$ cat src/memctl_pkg.sv
// Package with address map, register layout and cycle tables for the memory access controller.
package memctl_pkg;
  localparam int ADDR_W = 24;
  // Address windows.
  localparam logic [23:0] IRAM_LO = 24'h000000;
  localparam logic [23:0] IRAM_HI = 24'h000FFF;
  localparam logic [23:0] PER1_LO = 24'h004000;
  localparam logic [23:0] PER1_HI = 24'h0043FF;
  localparam logic [23:0] PER2_LO = 24'h005000;
  localparam logic [23:0] PER2_HI = 24'h005FFF;
  localparam logic [23:0] FLASH_LO = 24'h008000;
  localparam logic [23:0] FLASH_HI = 24'h017FFF;
  localparam logic [23:0] DRAM_LO = 24'h080000;
  localparam logic [23:0] DRAM_HI = 24'h08055F;
  // 16-bit register ranges inside peripheral area 1 and area 2.
  localparam logic [23:0] P1_WIDE_LO = 24'h004200;
  localparam logic [23:0] P1_WIDE_HI = 24'h0043FF;
  localparam logic [23:0] P2_WIDE_LO = 24'h005300;
  localparam logic [23:0] P2_WIDE_HI = 24'h00531F;
  // Timing control registers.
  localparam logic [23:0] FLASH_TIMING_ADDR = 24'h005320;
  localparam logic [23:0] DRAM_TIMING_ADDR = 24'h005321;
  localparam logic [2:0] FLASH_CYC_RESET = 3'h3;
  localparam logic [1:0] DRAM_CYC_RESET = 2'h3;
  localparam logic [2:0] FLASH_CYC_MAX = 3'h4;
  // Fixed cycle counts per bus access.
  localparam logic [3:0] IRAM_RD_CYC = 4'h2;
  localparam logic [3:0] IRAM_WR_CYC = 4'h1;
  localparam logic [3:0] PER1_CYC = 4'h1;
  localparam logic [3:0] PER2_CYC = 4'h3;
  localparam logic [3:0] DRAM_BASE_CYC = 4'h2;
  localparam logic [3:0] UNMAP_CYC = 4'h1;
  // Flash half-cycle counts: 2.5,3.5,4.5,5.5,1.5 cycles as whole cycles rounded up.
  localparam logic [3:0] FLASH_CYC_C0 = 4'h3;
  localparam logic [3:0] FLASH_CYC_C1 = 4'h4;
  localparam logic [3:0] FLASH_CYC_C2 = 4'h5;
  localparam logic [3:0] FLASH_CYC_C3 = 4'h6;
  localparam logic [3:0] FLASH_CYC_C4 = 4'h2;
  // Access size codes.
  typedef enum logic [1:0] {SZ8 = 2'b00, SZ16 = 2'b01, SZ32 = 2'b10} size_t;
  // Target regions.
  typedef enum logic [2:0] {
    REG_IRAM = 3'b000, REG_PER1 = 3'b001, REG_PER2 = 3'b010,
    REG_FLASH = 3'b011, REG_DRAM = 3'b100, REG_NONE = 3'b101
  } region_t;
  // Request from the core bus master.
  typedef struct packed {
    logic valid;
    logic write;
    size_t size;
    logic [23:0] addr;
    logic [31:0] wdata;
  } cpu_req_t;
  // One bus access toward a memory or peripheral.
  typedef struct packed {
    logic strobe;
    logic write;
    region_t region;
    logic [23:0] addr;
    logic [15:0] wdata;
  } mem_req_t;
endpackage

$ cat src/cycle_counter.sv
// Down-counter that times one bus access for the memory access controller.
module cycle_counter #(
  parameter int W = 4
) (
  input wire logic core_clk,
  input wire logic reset_n,
  input wire logic load,
  input wire logic [W-1:0] cycles,
  output logic done
);
  logic [W-1:0] count_q;
  logic busy_q;

  // Loads the cycle total less one and counts down; done pulses in the final cycle.
  always_ff @(posedge core_clk or negedge reset_n) begin
    if (!reset_n) begin
      count_q <= '0;
      busy_q <= 1'b0;
    end else if (load) begin
      count_q <= cycles - W'(1);
      busy_q <= 1'b1;
    end else if (busy_q && count_q != '0) begin
      count_q <= count_q - W'(1);
    end else begin
      busy_q <= 1'b0;
    end
  end

  assign done = busy_q && (count_q == '0);
endmodule

$ cat src/memctl.sv
// Memory access cycle controller: decode, wait states, splitting and timing registers.
// Overview of operation
// Flash reads timed by flash timing field.
// Flash field bits 2:0, RW, reset 3.
// Codes 0-3 give 2.5-5.5, 4 gives 1.5.
// Software picks flash code by clock rate.
// Software avoids too fast flash setting.
// Internal RAM decoded at 0x0 to 0xfff.
// RAM read two cycles, write one.
// Software avoids debug RAM top 64 bytes.
// Display RAM 8-bit at 0x80000-0x8055f.
// Display RAM always usable as storage.
// Display field bits 1:0, RW, reset 3.
// Display codes 0-3 give 2-5 cycles.
// Software picks display code by clock.
// Peripheral areas at 0x4000 and 0x5000.
// Peripheral area 1 takes one cycle.
// Peripheral area 2 takes three cycles.
// Area 2 pwm timer 16-bit, rest 8-bit.
// Area 1 widths per module group.
// Wide access split into device accesses.
// Flash decoded at 0x8000 to 0x17fff.
// Reserved bits zero; setting applies next.
// Master stalled until cycles elapse.
module memctl (
  input wire logic core_clk,
  input wire logic reset_n,
  input wire memctl_pkg::cpu_req_t cpu_req,
  output logic cpu_ready,
  output logic [31:0] cpu_rdata,
  output memctl_pkg::mem_req_t mem_req,
  input wire logic [15:0] mem_rdata,
  output logic [2:0] flash_read_cycles,
  output logic [1:0] display_ram_cycles
);
  typedef enum logic [1:0] {IDLE = 2'b00, LOAD = 2'b01, WAIT = 2'b10} state_t;
  state_t state_q;
  memctl_pkg::region_t region_d;
  logic wide_dev_d;
  logic [2:0] n_acc_d;
  logic [2:0] acc_idx_q;
  logic [2:0] n_acc_q;
  logic [3:0] cyc_d;
  logic done;
  logic byte_lane;
  logic reg_hit_q;
  logic [7:0] reg_rdata;
  logic [23:0] acc_addr;
  logic [15:0] acc_wdata;

  // Region decode of the request address.
  always_comb begin
    region_d = memctl_pkg::REG_NONE;
    // RAM window
    if (cpu_req.addr <= memctl_pkg::IRAM_HI) region_d = memctl_pkg::REG_IRAM;
    // peripheral windows
    else if (cpu_req.addr >= memctl_pkg::PER1_LO && cpu_req.addr <= memctl_pkg::PER1_HI)
      region_d = memctl_pkg::REG_PER1;
    else if (cpu_req.addr >= memctl_pkg::PER2_LO && cpu_req.addr <= memctl_pkg::PER2_HI)
      region_d = memctl_pkg::REG_PER2;
    // Flash window
    else if (cpu_req.addr >= memctl_pkg::FLASH_LO && cpu_req.addr <= memctl_pkg::FLASH_HI)
      region_d = memctl_pkg::REG_FLASH;
    // display RAM window
    else if (cpu_req.addr >= memctl_pkg::DRAM_LO && cpu_req.addr <= memctl_pkg::DRAM_HI)
      region_d = memctl_pkg::REG_DRAM;
  end

  // Device width of the target; internal RAM counts as 32-bit.
  always_comb begin
    wide_dev_d = 1'b0;
    unique case (region_d)
      memctl_pkg::REG_FLASH: wide_dev_d = 1'b1;
      // area 1 widths
      memctl_pkg::REG_PER1: wide_dev_d = (cpu_req.addr >= memctl_pkg::P1_WIDE_LO);
      // area 2 widths
      memctl_pkg::REG_PER2:
        wide_dev_d = (cpu_req.addr >= memctl_pkg::P2_WIDE_LO) &&
                     (cpu_req.addr <= memctl_pkg::P2_WIDE_HI);
      default: wide_dev_d = 1'b0;
    endcase
  end

  // Number of bus accesses for the request.
  always_comb begin
    n_acc_d = 3'h1;
    // access splitting
    if (region_d != memctl_pkg::REG_IRAM) begin
      unique case (cpu_req.size)
        memctl_pkg::SZ16: n_acc_d = wide_dev_d ? 3'h1 : 3'h2;
        memctl_pkg::SZ32: n_acc_d = wide_dev_d ? 3'h2 : 3'h4;
        default: n_acc_d = 3'h1;
      endcase
    end
  end

  // Cycles per bus access, using the live timing fields.
  always_comb begin
    cyc_d = memctl_pkg::UNMAP_CYC;
    unique case (region_d)
      // RAM timing
      memctl_pkg::REG_IRAM:
        cyc_d = cpu_req.write ? memctl_pkg::IRAM_WR_CYC : memctl_pkg::IRAM_RD_CYC;
      // area 1 timing
      memctl_pkg::REG_PER1: cyc_d = memctl_pkg::PER1_CYC;
      // area 2 timing
      memctl_pkg::REG_PER2: cyc_d = memctl_pkg::PER2_CYC;
      // Flash timing
      memctl_pkg::REG_FLASH: begin
        unique case (flash_read_cycles)
          3'h0: cyc_d = memctl_pkg::FLASH_CYC_C0;
          3'h1: cyc_d = memctl_pkg::FLASH_CYC_C1;
          3'h2: cyc_d = memctl_pkg::FLASH_CYC_C2;
          3'h3: cyc_d = memctl_pkg::FLASH_CYC_C3;
          default: cyc_d = memctl_pkg::FLASH_CYC_C4;
        endcase
      end
      // display RAM timing
      memctl_pkg::REG_DRAM: cyc_d = memctl_pkg::DRAM_BASE_CYC + {2'h0, display_ram_cycles};
      default: cyc_d = memctl_pkg::UNMAP_CYC;
    endcase
  end

  // wait state timer
  cycle_counter #(.W(4)) u_cyc (
    .core_clk(core_clk),
    .reset_n(reset_n),
    .load(state_q == LOAD),
    .cycles(cyc_d),
    .done(done)
  );

  // Address and write data of the current bus access.
  assign byte_lane = !wide_dev_d && (region_d != memctl_pkg::REG_IRAM);
  assign acc_addr = cpu_req.addr + (byte_lane ? {21'h0, acc_idx_q} : {20'h0, acc_idx_q, 1'b0});
  assign acc_wdata = byte_lane ? {8'h00, cpu_req.wdata[8*acc_idx_q[1:0] +: 8]} :
                                 cpu_req.wdata[16*acc_idx_q[0] +: 16];

  // Sequencer over the split bus accesses.
  always_ff @(posedge core_clk or negedge reset_n) begin
    if (!reset_n) begin
      state_q <= IDLE;
      acc_idx_q <= 3'h0;
      n_acc_q <= 3'h1;
    end else begin
      unique case (state_q)
        IDLE: if (cpu_req.valid && !cpu_ready) begin
          n_acc_q <= n_acc_d;
          acc_idx_q <= 3'h0;
          state_q <= LOAD;
        end
        LOAD: state_q <= WAIT;
        WAIT: if (done) begin
          if (acc_idx_q + 3'h1 == n_acc_q) begin
            state_q <= IDLE;
            acc_idx_q <= 3'h0;
          end else begin
            acc_idx_q <= acc_idx_q + 3'h1;
            state_q <= LOAD;
          end
        end
        default: state_q <= IDLE;
      endcase
    end
  end

  // Bus access outputs, registered.
  always_ff @(posedge core_clk or negedge reset_n) begin
    if (!reset_n) begin
      mem_req <= '0;
    end else begin
      mem_req.strobe <= (state_q == LOAD) && region_d != memctl_pkg::REG_NONE && !reg_hit_q;
      mem_req.write <= cpu_req.write;
      mem_req.region <= region_d;
      mem_req.addr <= acc_addr;
      mem_req.wdata <= acc_wdata;
    end
  end

  // Timing register selection for the current access.
  always_ff @(posedge core_clk or negedge reset_n) begin
    if (!reset_n) reg_hit_q <= 1'b0;
    else if (state_q == LOAD || state_q == IDLE)
      reg_hit_q <= (acc_addr == memctl_pkg::FLASH_TIMING_ADDR) ||
                   (acc_addr == memctl_pkg::DRAM_TIMING_ADDR);
  end

  // reserved bits read zero
  assign reg_rdata = (acc_addr == memctl_pkg::FLASH_TIMING_ADDR) ? {5'h00, flash_read_cycles} :
                     (acc_addr == memctl_pkg::DRAM_TIMING_ADDR) ? {6'h00, display_ram_cycles} :
                     8'h00;

  // timing register writes
  always_ff @(posedge core_clk or negedge reset_n) begin
    if (!reset_n) begin
      flash_read_cycles <= memctl_pkg::FLASH_CYC_RESET;
      display_ram_cycles <= memctl_pkg::DRAM_CYC_RESET;
    end else if (state_q == WAIT && done && cpu_req.write) begin
      if (acc_addr == memctl_pkg::FLASH_TIMING_ADDR)
        flash_read_cycles <= acc_wdata[2:0];
      if (acc_addr == memctl_pkg::DRAM_TIMING_ADDR)
        display_ram_cycles <= acc_wdata[1:0];
    end
  end

  // Read data assembly and completion toward the master.
  always_ff @(posedge core_clk or negedge reset_n) begin
    if (!reset_n) begin
      cpu_ready <= 1'b0;
      cpu_rdata <= 32'h0000_0000;
    end else begin
      cpu_ready <= 1'b0;
      if (state_q == IDLE && cpu_req.valid && !cpu_ready) cpu_rdata <= 32'h0000_0000;
      if (state_q == WAIT && done) begin
        if (reg_hit_q)
          cpu_rdata[8*acc_idx_q[1:0] +: 8] <= reg_rdata;
        else if (region_d == memctl_pkg::REG_NONE)
          cpu_rdata[8*acc_idx_q[1:0] +: 8] <= 8'h00;
        else if (byte_lane)
          cpu_rdata[8*acc_idx_q[1:0] +: 8] <= mem_rdata[7:0];
        else
          cpu_rdata[16*acc_idx_q[0] +: 16] <= mem_rdata;
        if (acc_idx_q + 3'h1 == n_acc_q) cpu_ready <= 1'b1;
      end
    end
  end

  // Properties checking timing, splitting, reset values and reserved bits.
  property p_reset_fields;
    @(posedge core_clk) $rose(reset_n) |-> flash_read_cycles == 3'h3 && display_ram_cycles == 2'h3;
  endproperty
  a_reset_fields: assert property (p_reset_fields) else $error("timing fields bad after reset");

  property p_ram_write;
    @(posedge core_clk) disable iff (!reset_n)
      (state_q == LOAD && region_d == memctl_pkg::REG_IRAM && cpu_req.write) |-> ##1 done;
  endproperty
  a_ram_write: assert property (p_ram_write) else $error("RAM write not one cycle");

  property p_ram_read;
    @(posedge core_clk) disable iff (!reset_n)
      (state_q == LOAD && region_d == memctl_pkg::REG_IRAM && !cpu_req.write) |-> ##1 !done ##1 done;
  endproperty
  a_ram_read: assert property (p_ram_read) else $error("RAM read not two cycles");

  property p_per2;
    @(posedge core_clk) disable iff (!reset_n)
      (state_q == LOAD && region_d == memctl_pkg::REG_PER2) |-> ##1 !done [*2] ##1 done;
  endproperty
  a_per2: assert property (p_per2) else $error("area 2 not three cycles");

  property p_per1;
    @(posedge core_clk) disable iff (!reset_n)
      (state_q == LOAD && region_d == memctl_pkg::REG_PER1) |-> ##1 done;
  endproperty
  a_per1: assert property (p_per1) else $error("area 1 not one cycle");

  property p_dram;
    @(posedge core_clk) disable iff (!reset_n)
      (state_q == LOAD && region_d == memctl_pkg::REG_DRAM && display_ram_cycles == 2'h3)
      |-> ##1 !done [*4] ##1 done;
  endproperty
  a_dram: assert property (p_dram) else $error("display RAM not five cycles");

  property p_flash;
    @(posedge core_clk) disable iff (!reset_n)
      (state_q == LOAD && region_d == memctl_pkg::REG_FLASH && flash_read_cycles == 3'h4)
      |-> ##1 !done ##1 done;
  endproperty
  a_flash: assert property (p_flash) else $error("flash fast setting wrong");

  property p_split;
    @(posedge core_clk) disable iff (!reset_n)
      (state_q == IDLE && cpu_req.valid && !cpu_ready && cpu_req.size == memctl_pkg::SZ32 &&
       region_d == memctl_pkg::REG_DRAM) |-> ##1 n_acc_q == 3'h4;
  endproperty
  a_split: assert property (p_split) else $error("32-bit display access not four parts");

  property p_stall;
    @(posedge core_clk) disable iff (!reset_n)
      (state_q == LOAD) |-> ##1 !cpu_ready;
  endproperty
  a_stall: assert property (p_stall) else $error("master released too early");

  property p_reserved;
    @(posedge core_clk) disable iff (!reset_n)
      (cpu_ready && !cpu_req.write && reg_hit_q && cpu_req.size == memctl_pkg::SZ8)
      |-> cpu_rdata[7:3] == 5'h00;
  endproperty
  a_reserved: assert property (p_reserved) else $error("reserved bits not zero");

  c_flash: cover property (@(posedge core_clk) state_q == LOAD && region_d == memctl_pkg::REG_FLASH);
  c_dram32: cover property (@(posedge core_clk) n_acc_q == 3'h4 && cpu_ready);
  c_regwr: cover property (@(posedge core_clk) state_q == WAIT && done && reg_hit_q && cpu_req.write);
endmodule

$ cat config.mk
export PLATFORM = sky130hd
export DESIGN_NAME = memctl
export DESIGN_NICKNAME = d
export VERILOG_FILES = /design/src/memctl_pkg.sv /design/src/cycle_counter.sv /design/src/memctl.sv
export SDC_FILE = /design/constraint.sdc
export NUM_CORES = 1
export LEC_CHECK = 0
export ABC_AREA = 1
export ABC_CLOCK_PERIOD_IN_PS = 3600
export BUFFER_PORTS_ARGS = -buffer_cell sky130_fd_sc_hd__buf_2
export CORE_MARGIN = 2
export CORE_UTILIZATION = 51
export DETAILED_ROUTE_END_ITERATION = 6
export PLACE_DENSITY_LB_ADDON = 0.3
export SYNTH_ARGS = -nofsm -noshare
export SYNTH_HDL_FRONTEND = slang
export SYNTH_HIERARCHICAL = 1
export SYNTH_SLANG_ARGS = --single-unit
$ cat constraint.sdc
create_clock -name core_clk -period 3.6 [get_ports core_clk]
set_input_delay 0.54 -clock core_clk [delete_from_list [all_inputs] [get_ports core_clk]]
set_output_delay 0.54 -clock core_clk [all_outputs]
set_load 0.1 [all_outputs]
# After elaboration in Yosys (flattened, before gate mapping)
# Index checks and enable logic that the tools add are counted.
# op_classes
n_addsub,7
n_mul,0
div,0
order_cmp,12
n_eq_ne,19
n_shift,8
muxes,40
bitwise_logic,0
reduce_logical,33
# ops
cell,count
32-bit two-way mux,5
32-bit bitwise mux,4
24-bit by 15-bit greater-or-equal comparator with 1-bit output (second input constant),4
24-bit by 15-bit <= comparator with 1-bit output (second input constant),3
5-bit negation with 34-bit output,2
8-bit by 34-bit indexed part select with 32-bit output,2
24-bit by 15-bit equality test with 1-bit output (second input constant),2
16-bit by 34-bit variable shift with 32-bit output (first input constant),1
8-bit by 34-bit variable shift with 32-bit output (first input constant),1
16-bit by 34-bit indexed part select with 32-bit output,1
8-bit by 34-bit indexed part select with 32-bit output (first input constant),1
32-bit by 6-bit indexed part select with 16-bit output,1
32-bit by 6-bit indexed part select with 8-bit output,1
3-bit two-way mux,10
24-bit by 4-bit adder with 24-bit output,1
24-bit by 16-bit greater-or-equal comparator with 1-bit output (second input constant),1
24-bit by 20-bit greater-or-equal comparator with 1-bit output (second input constant),1
24-bit by 12-bit <= comparator with 1-bit output (second input constant),1
24-bit by 17-bit <= comparator with 1-bit output (second input constant),1
24-bit by 20-bit <= comparator with 1-bit output (second input constant),1
3-bit one-hot mux with 4 select lines,2
16-bit two-way mux,1
1-bit logical AND,15
3-bit by 2-bit equality test with 1-bit output (second input constant),4
28 further kinds,53
# word_totals
register_bits,97
latchBits,0
ram_bits,0
mem_bits_ro,0
in_bits,78
output_inout_bits,83
elab_cells,134
memories,0

# Longest topological paths before layout
# logic_depth
depth_word,20
ltp_mapped,34
depth_no_buf,32

# Hierarchy
# Netlist, hierarchy kept.
# modules_own_cells
module,instances,cells_each,area_per_inst_um2,seq_area_each_um2
memctl,1,1076,7134.3,2308.5
cycle_counter,1,46,311.5,125.1

# Worst setup path after synthesis
# Ideal clock, no wire load.
# synth_path
kind,input -> register
from,in cpu_req[51] (netlist bit)
to,reg flash_read_cycles[2]
setup_time_ps,128
t_arrival_ps,3928
required_time_ps,3472
setup_slack_ps,-456
cell_stages,29
path_buffers,2
path_cell_list,inv_1 nand2_1 nor3_2 nand2_2 inv_2 nand3_1 nand2_1 nand2_1 nand2_2 nand4_4 buf_2 buf_2 nor2_1 ha_1 inv_1 fa_1 inv_1 nand3_2 nand2_2 nand3_1 nand2_1 nand2_1 inv_2 nand2_1 nor2_1 nand3_2 nor2_4 nand3_2 mux2_1
# synth_between
elab_chain_cells,15
word_cells_on_any_way,34
cone_classes,1 x add/sub; 12 x order compare; 4 x eq/ne; 8 x mux; 9 x reduce/logical
# synth_rtl
item,line_no,text
start: declaration,memctl.sv:28,"input wire memctl_pkg::cpu_req_t cpu_req,"
24-bit by 20-bit greater-or-equal comparator with 1-bit output / 24-bit by 20-bit <= comparator with 1-bit output (equally long branches),memctl.sv:65,else if (cpu_req.addr >= memctl_pkg::DRAM_LO && cpu_req.addr <= memctl_pkg::DRAM_HI)
1-bit logical AND,memctl.sv:65,
1-bit two-way mux,memctl.sv:65,
3-bit two-way mux,memctl.sv:62,else if (cpu_req.addr >= memctl_pkg::FLASH_LO && cpu_req.addr <= memctl_pkg::FLASH_HI)
3-bit two-way mux,memctl.sv:59,else if (cpu_req.addr >= memctl_pkg::PER2_LO && cpu_req.addr <= memctl_pkg::PER2_HI)
3-bit two-way mux,memctl.sv:57,else if (cpu_req.addr >= memctl_pkg::PER1_LO && cpu_req.addr <= memctl_pkg::PER1_HI)
3-bit two-way mux,memctl.sv:55,if (cpu_req.addr <= memctl_pkg::IRAM_HI) region_d = memctl_pkg::REG_IRAM;
3-bit by 2-bit equality test with 1-bit output / 3-bit by 1-bit equality test with 1-bit output (equally long branches),memctl.sv:72,unique case (region_d)
1-bit one-hot mux with 3 select lines,memctl.sv:72,
1-bit logical NOT,memctl.sv:134,assign byte_lane = !wide_dev_d && (region_d != memctl_pkg::REG_IRAM);
1-bit logical AND *,memctl.sv:134,
4-bit two-way mux *,memctl.sv:135,"assign acc_addr = cpu_req.addr + (byte_lane ? {21'h0, acc_idx_q} : {20'h0, acc_idx_q, 1'b0});"
24-bit by 4-bit adder with 24-bit output *,memctl.sv:135,
via acc_addr[12],memctl.sv:48,logic [23:0] acc_addr;
24-bit by 15-bit equality test with 1-bit output *,memctl.sv:199,if (acc_addr == memctl_pkg::FLASH_TIMING_ADDR)
2-bit AND reduction (no source line) *,-,
end signal: assignment,memctl.sv:196,flash_read_cycles <= memctl_pkg::FLASH_CYC_RESET;
end signal: assignment,memctl.sv:200,flash_read_cycles <= acc_wdata[2:0];
end: declaration,memctl.sv:33,"output logic [2:0] flash_read_cycles,"
# The timed path passes the listed nets; every way through them passes the cells marked *.
# A chain may end at the register's enable or synchronous reset.

# Worst setup path in the final report
# layout_path
from,in cpu_req[54] (netlist bit)
to,reg cpu_rdata[25]
# layout_between
elab_chain_cells,20
word_cells_on_any_way,42
cone_classes,1 x add/sub; 12 x order compare; 6 x eq/ne; 1 x shift; 14 x mux; 8 x reduce/logical
# layout_rtl
item,line_no,text
24-bit by 20-bit greater-or-equal comparator with 1-bit output / 24-bit by 20-bit <= comparator with 1-bit output (equally long branches),memctl.sv:65,
1-bit logical AND,memctl.sv:65,
1-bit two-way mux,memctl.sv:65,
3-bit two-way mux,memctl.sv:62,
3-bit two-way mux,memctl.sv:59,
3-bit two-way mux,memctl.sv:57,
3-bit two-way mux,memctl.sv:55,
3-bit by 2-bit equality test with 1-bit output / 3-bit by 1-bit equality test with 1-bit output (equally long branches),memctl.sv:72,
(+5 left out),-,
via acc_addr[18],memctl.sv:48,
24-bit by 15-bit equality test with 1-bit output,memctl.sv:190,"(acc_addr == memctl_pkg::DRAM_TIMING_ADDR) ? {6'h00, display_ram_cycles} :"
2-bit two-way mux,memctl.sv:190,
3-bit two-way mux *,memctl.sv:189,"assign reg_rdata = (acc_addr == memctl_pkg::FLASH_TIMING_ADDR) ? {5'h00, flash_read_cycles} :"
8-bit by 34-bit indexed part select with 32-bit output *,memctl.sv:216,cpu_rdata[8*acc_idx_q[1:0] +: 8] <= reg_rdata;
32-bit bitwise mux *,memctl.sv:216,
32-bit two-way mux *,memctl.sv:215,if (reg_hit_q)
32-bit two-way mux *,memctl.sv:214,if (state_q == WAIT && done) begin
end signal: indexed assignment,memctl.sv:216,
end signal: indexed assignment,memctl.sv:220,cpu_rdata[8*acc_idx_q[1:0] +: 8] <= mem_rdata[7:0];
end signal: indexed assignment,memctl.sv:222,cpu_rdata[16*acc_idx_q[0] +: 16] <= mem_rdata;
end: declaration,memctl.sv:30,"output logic [31:0] cpu_rdata,"
# Marks and branches as above.

==> summary.txt <==
Clock tree
  – TritonCTS clock tree: done
  – Num CTS Buffers: 9
  – Clock Sinks: 97
  – Max Buffers Root-to-Sink: 2
  – Root buffer cell: clkbuf_16
  – H-tree depth: 3
  – Register clock-pin slew on the reported worst setup and hold paths: approximately 0.070 ns
  – Clk_lat worst skew: 0.36 ns

Critical path
  – FF-to-FF path depth: 15
  – Worst endpoint required time: 3.89 ns
  – CP endpoint kind: register
  – WP data arrival: 4.04 ns
  – Highest-delay cell along the critical path: fa_2
  – Worst R2R Setup Slack: around 0.56 ns
  – Peak fanout along the critical path: 8
  – Kind of critical path: in2reg
  – R2R Path End: cpu_rdata[2]$_DFF_PN0_
  – Top cell by count, worst path: nand2_1
  – FF-to-FF Start: acc_idx_q[0]$_DFFE_PN0P_
  – Crit-path max cell delay: approximately 0.36 ns
  – Setup crit start kind: primary input

Timing
  – Setup_tns: -1.41 ns
  – Tcrit/Tclk final: 104%
  – Final number of max-transition violations: 0
  – Setup Skew: 0.00968 ns
  – Final worst slack: -0.143 ns
  – Final hold violation count: 0
  – Setup violators final: 17
  – Measured slew at the worst slew-check pin: a little under 0.8 ns
  – Tmin final: 3.74 ns
  – Slew margin rel.: 47.2%
  – RSZ-0062 raised after global routing: true
  – Fmax: 267 MHz

Layout
  – Diodes inserted: 0
  – Layout cells sized above 1: a little under a third
  – Layout area overhead: 31.1%
  – Final-layout fill cell count: 1,255
  – Util after Layout: 67.7%
  – Commonest non-fill, non-tap cell in the layout: nand2_1
  – Final Cell Area: roughly 0.0098 mm2
  – Most frequent cells in the layout: nand2_1 (311), buf_2 (154), buf_4 (121)
  – Final net count: 1,457
  – Finished Layout Cells: 1,556

Logic synthesis
  – Synth top area cells: dfrtp_1 (31%), nand2_1 (16%), nand3_1 (8.1%)
  – #FFs+latches synth: 97
  – Mapped Area: 0.00745 mm2
  – Post-synth top flop: dfrtp_1
  – Asr flop ratio synth: 100%
  – Seq/Total Area, Yosys: 32.7%
  – Number of flops mapped to enable cells by yosys: 0
  – Mapped Cells: between 1,000 and 1,500
  – Synth top area share: 30.9%
  – Distinct cells, synth: 53
  – Yosys warning count: 6
  – Avg Cell Area, Syn: 6.64 um2
  – Syn_nets: 1,212
  – Cell taking the most area after synthesis: dfrtp_1

Global routing
  – Largest net degree at the start of global routing: 78
  – Initial antenna violation count: 0
  – First-pass GRT wire length: 39,400 um
  – Vias in the first global route: 7,866
  – Overall Global Routing Usage: 31.0%
  – Total grt overflow: 0

Worst hold path
  – Hold Path Class: in2async

Flow run
  – Max Cap Violations: 0

Power
  – Leakage: 5.18 nW
  – Logic pwr share: 57.5%
  – Power per cell area: a little over 600 mW/mm2
  – Sequential share of power: about 25%
  – Final Power: 6.09 mW
  – Max VDD drop: 0.472 mV
  – Internal power: between 2 and 3 mW
  – Net Sw Frac: 54.6%
  – Switching power: 3.32 mW
  – Clk pwr share: 17.7%

Placement
  – Final HPWL DP: 17,600 um
  – Number of buffers added on ports: 160
  – Post-DP Area: 0.00915 mm2
  – DP Cell Count: approximately 1,500
  – RePlAce Congestion: 0.964

Die
  – Num rows: 44
  – Die height: 125 um
  – Die X: 125 um
  – Ports: 161
  – Core area: 0.0144 mm2
  – DIE AREA: 0.0156 mm2
  – Starting density of the core: 51.6%

Detailed routing
  – Post-DRT Antenna Nets: 0
  – First-pass iteration count of the detailed router: 6
  – DRT Wirelength: 24,400 um
  – Vias per cell: 5.54
  – Vias post-DR: roughly 8,600
  – Avg WL per Cell: ~16 um
  – Iteration-0 DRC count of the detailed router: 972
  – DR DRC count: 0

Run status
  – Failing checks: negative setup slack
  – Status: finished, violations left
[worst max path at each step]
stage	slack, ns	to	depth (start not counted)	from
after floorplan	-0.30	flash_read_cycles[2]$_DFFE_PN0P_	29	cpu_req[54]
after global placement	-0.45	cpu_rdata[25]$_DFF_PN0_	30	cpu_req[54]
after detailed placement	-0.51	cpu_rdata[25]$_DFF_PN0_	30	cpu_req[54]
after CTS	-0.03	cpu_rdata[10]$_DFF_PN0_	32	cpu_req[54]
after global routing	-0.44	cpu_rdata[25]$_DFF_PN0_	30	cpu_req[54]
final	-0.14	cpu_rdata[25]$_DFF_PN0_	30	cpu_req[54]
[registers in the layout, indices dropped and copies added (netlist names)]
name	cells
cpu_ready	1
u_cyc/busy_q	1
mem_req	45
state_q	2
acc_idx_q	3
cpu_rdata	32
u_cyc/count_q	4
display_ram_cycles	2
n_acc_q	3
reg_hit_q	1
flash_read_cycles	3
[Yosys cell counts, drive strengths merged, types with 2 or more instances]
master and instances:
o221ai 5, nor2 103, o21ai 72, nand3b 4, or2 5, clkbuf 27
o22ai 16, o2111ai 2, and2 2, dfrtp 92, nor4 3, a22oi 16
inv 134, xnor2 5, nand2 352, nand4 20, nor3 11, a31oi 9
o211ai 24, xor2 2, ha 11, buf 23, clkinv 6, mux2 5
a21boi 3, a21oi 31, nand3 127, dfstp 5
[power groups by stage]
stage               registers (mW)  logic [mW]  clock network, mW
floorplan                     2.74        1.41                  0
global placement              1.51        3.39                  0
detailed placement            1.52        3.42                  0
CTS                           1.50        3.44               1.09
global route                  1.53        3.79               1.13
finish                        1.51        3.51               1.08
[stage by stage]
| stage | worst slack (ns) | hold WS (ns) |
|---|---|---|
| finish | -0.143 | 0.262 |
| global route | -0.442 | 0.315 |
| CTS | -0.0299 | 0.294 |
| detailed placement | -0.514 | 0.476 |
| global placement | -0.451 | 0.478 |
| floorplan | -0.299 | 0.244 |
[cells by family (layout without fill, tap and decap cells)]
kind of cell	Yosys count	after routing	share of synthesized area (%)
adder cells (fa/ha/maj)	12	12	2.12
AO/OA/AOI/OAI	182	182	14.7
flip-flops	97	97	32.7
AND/OR/NAND/NOR	628	630	38.5
multiplexers	5	5	0.756
buffers and inverters	190	438	10.3
XOR/XNOR	7	7	0.823
other	1	1	0.0504
[timing repair]
item                                    CTS  global route
cloned                                    2             0
setup buffers                             6             5
hold buffers                              0             0
endpoints found under the setup margin   18            18
resized for setup                        18            34
pin swaps                                 6            22
[final cells by class]
cell class                      count  area [um2]  share of cell area, %
Multi-Input combinational cell    837        4480                   45.9
Sequential cell                    97        2430                   24.9
Timing Repair Buffer              282        1760                   18.0
Inverter                          140         537                   5.50
Clock buffer                       12         246                   2.52
Tap cell                          184         230                   2.36
Clock inverter                      4        76.3                  0.782
[worst max-delay path: cells and delay by family]
family | cells | cell delay, ns
AOI/OAI and AO/OA | 1 | 0.14
buffers and inverters | 4 | 0.33
and+or+nand+nor | 23 | 2.46
adders and majority gates | 2 | 0.56
[routing by layer]
layer	vias up	wire, um	GRT usage [%]
met3	47	2230	5.28
met2	478	11200	49.5
met1	3924	10300	42.7
met4	0	617	10.9
li1	4170	-	-
met5	-	0	0
No activity file was read; power rests on OpenSTA's default activity.
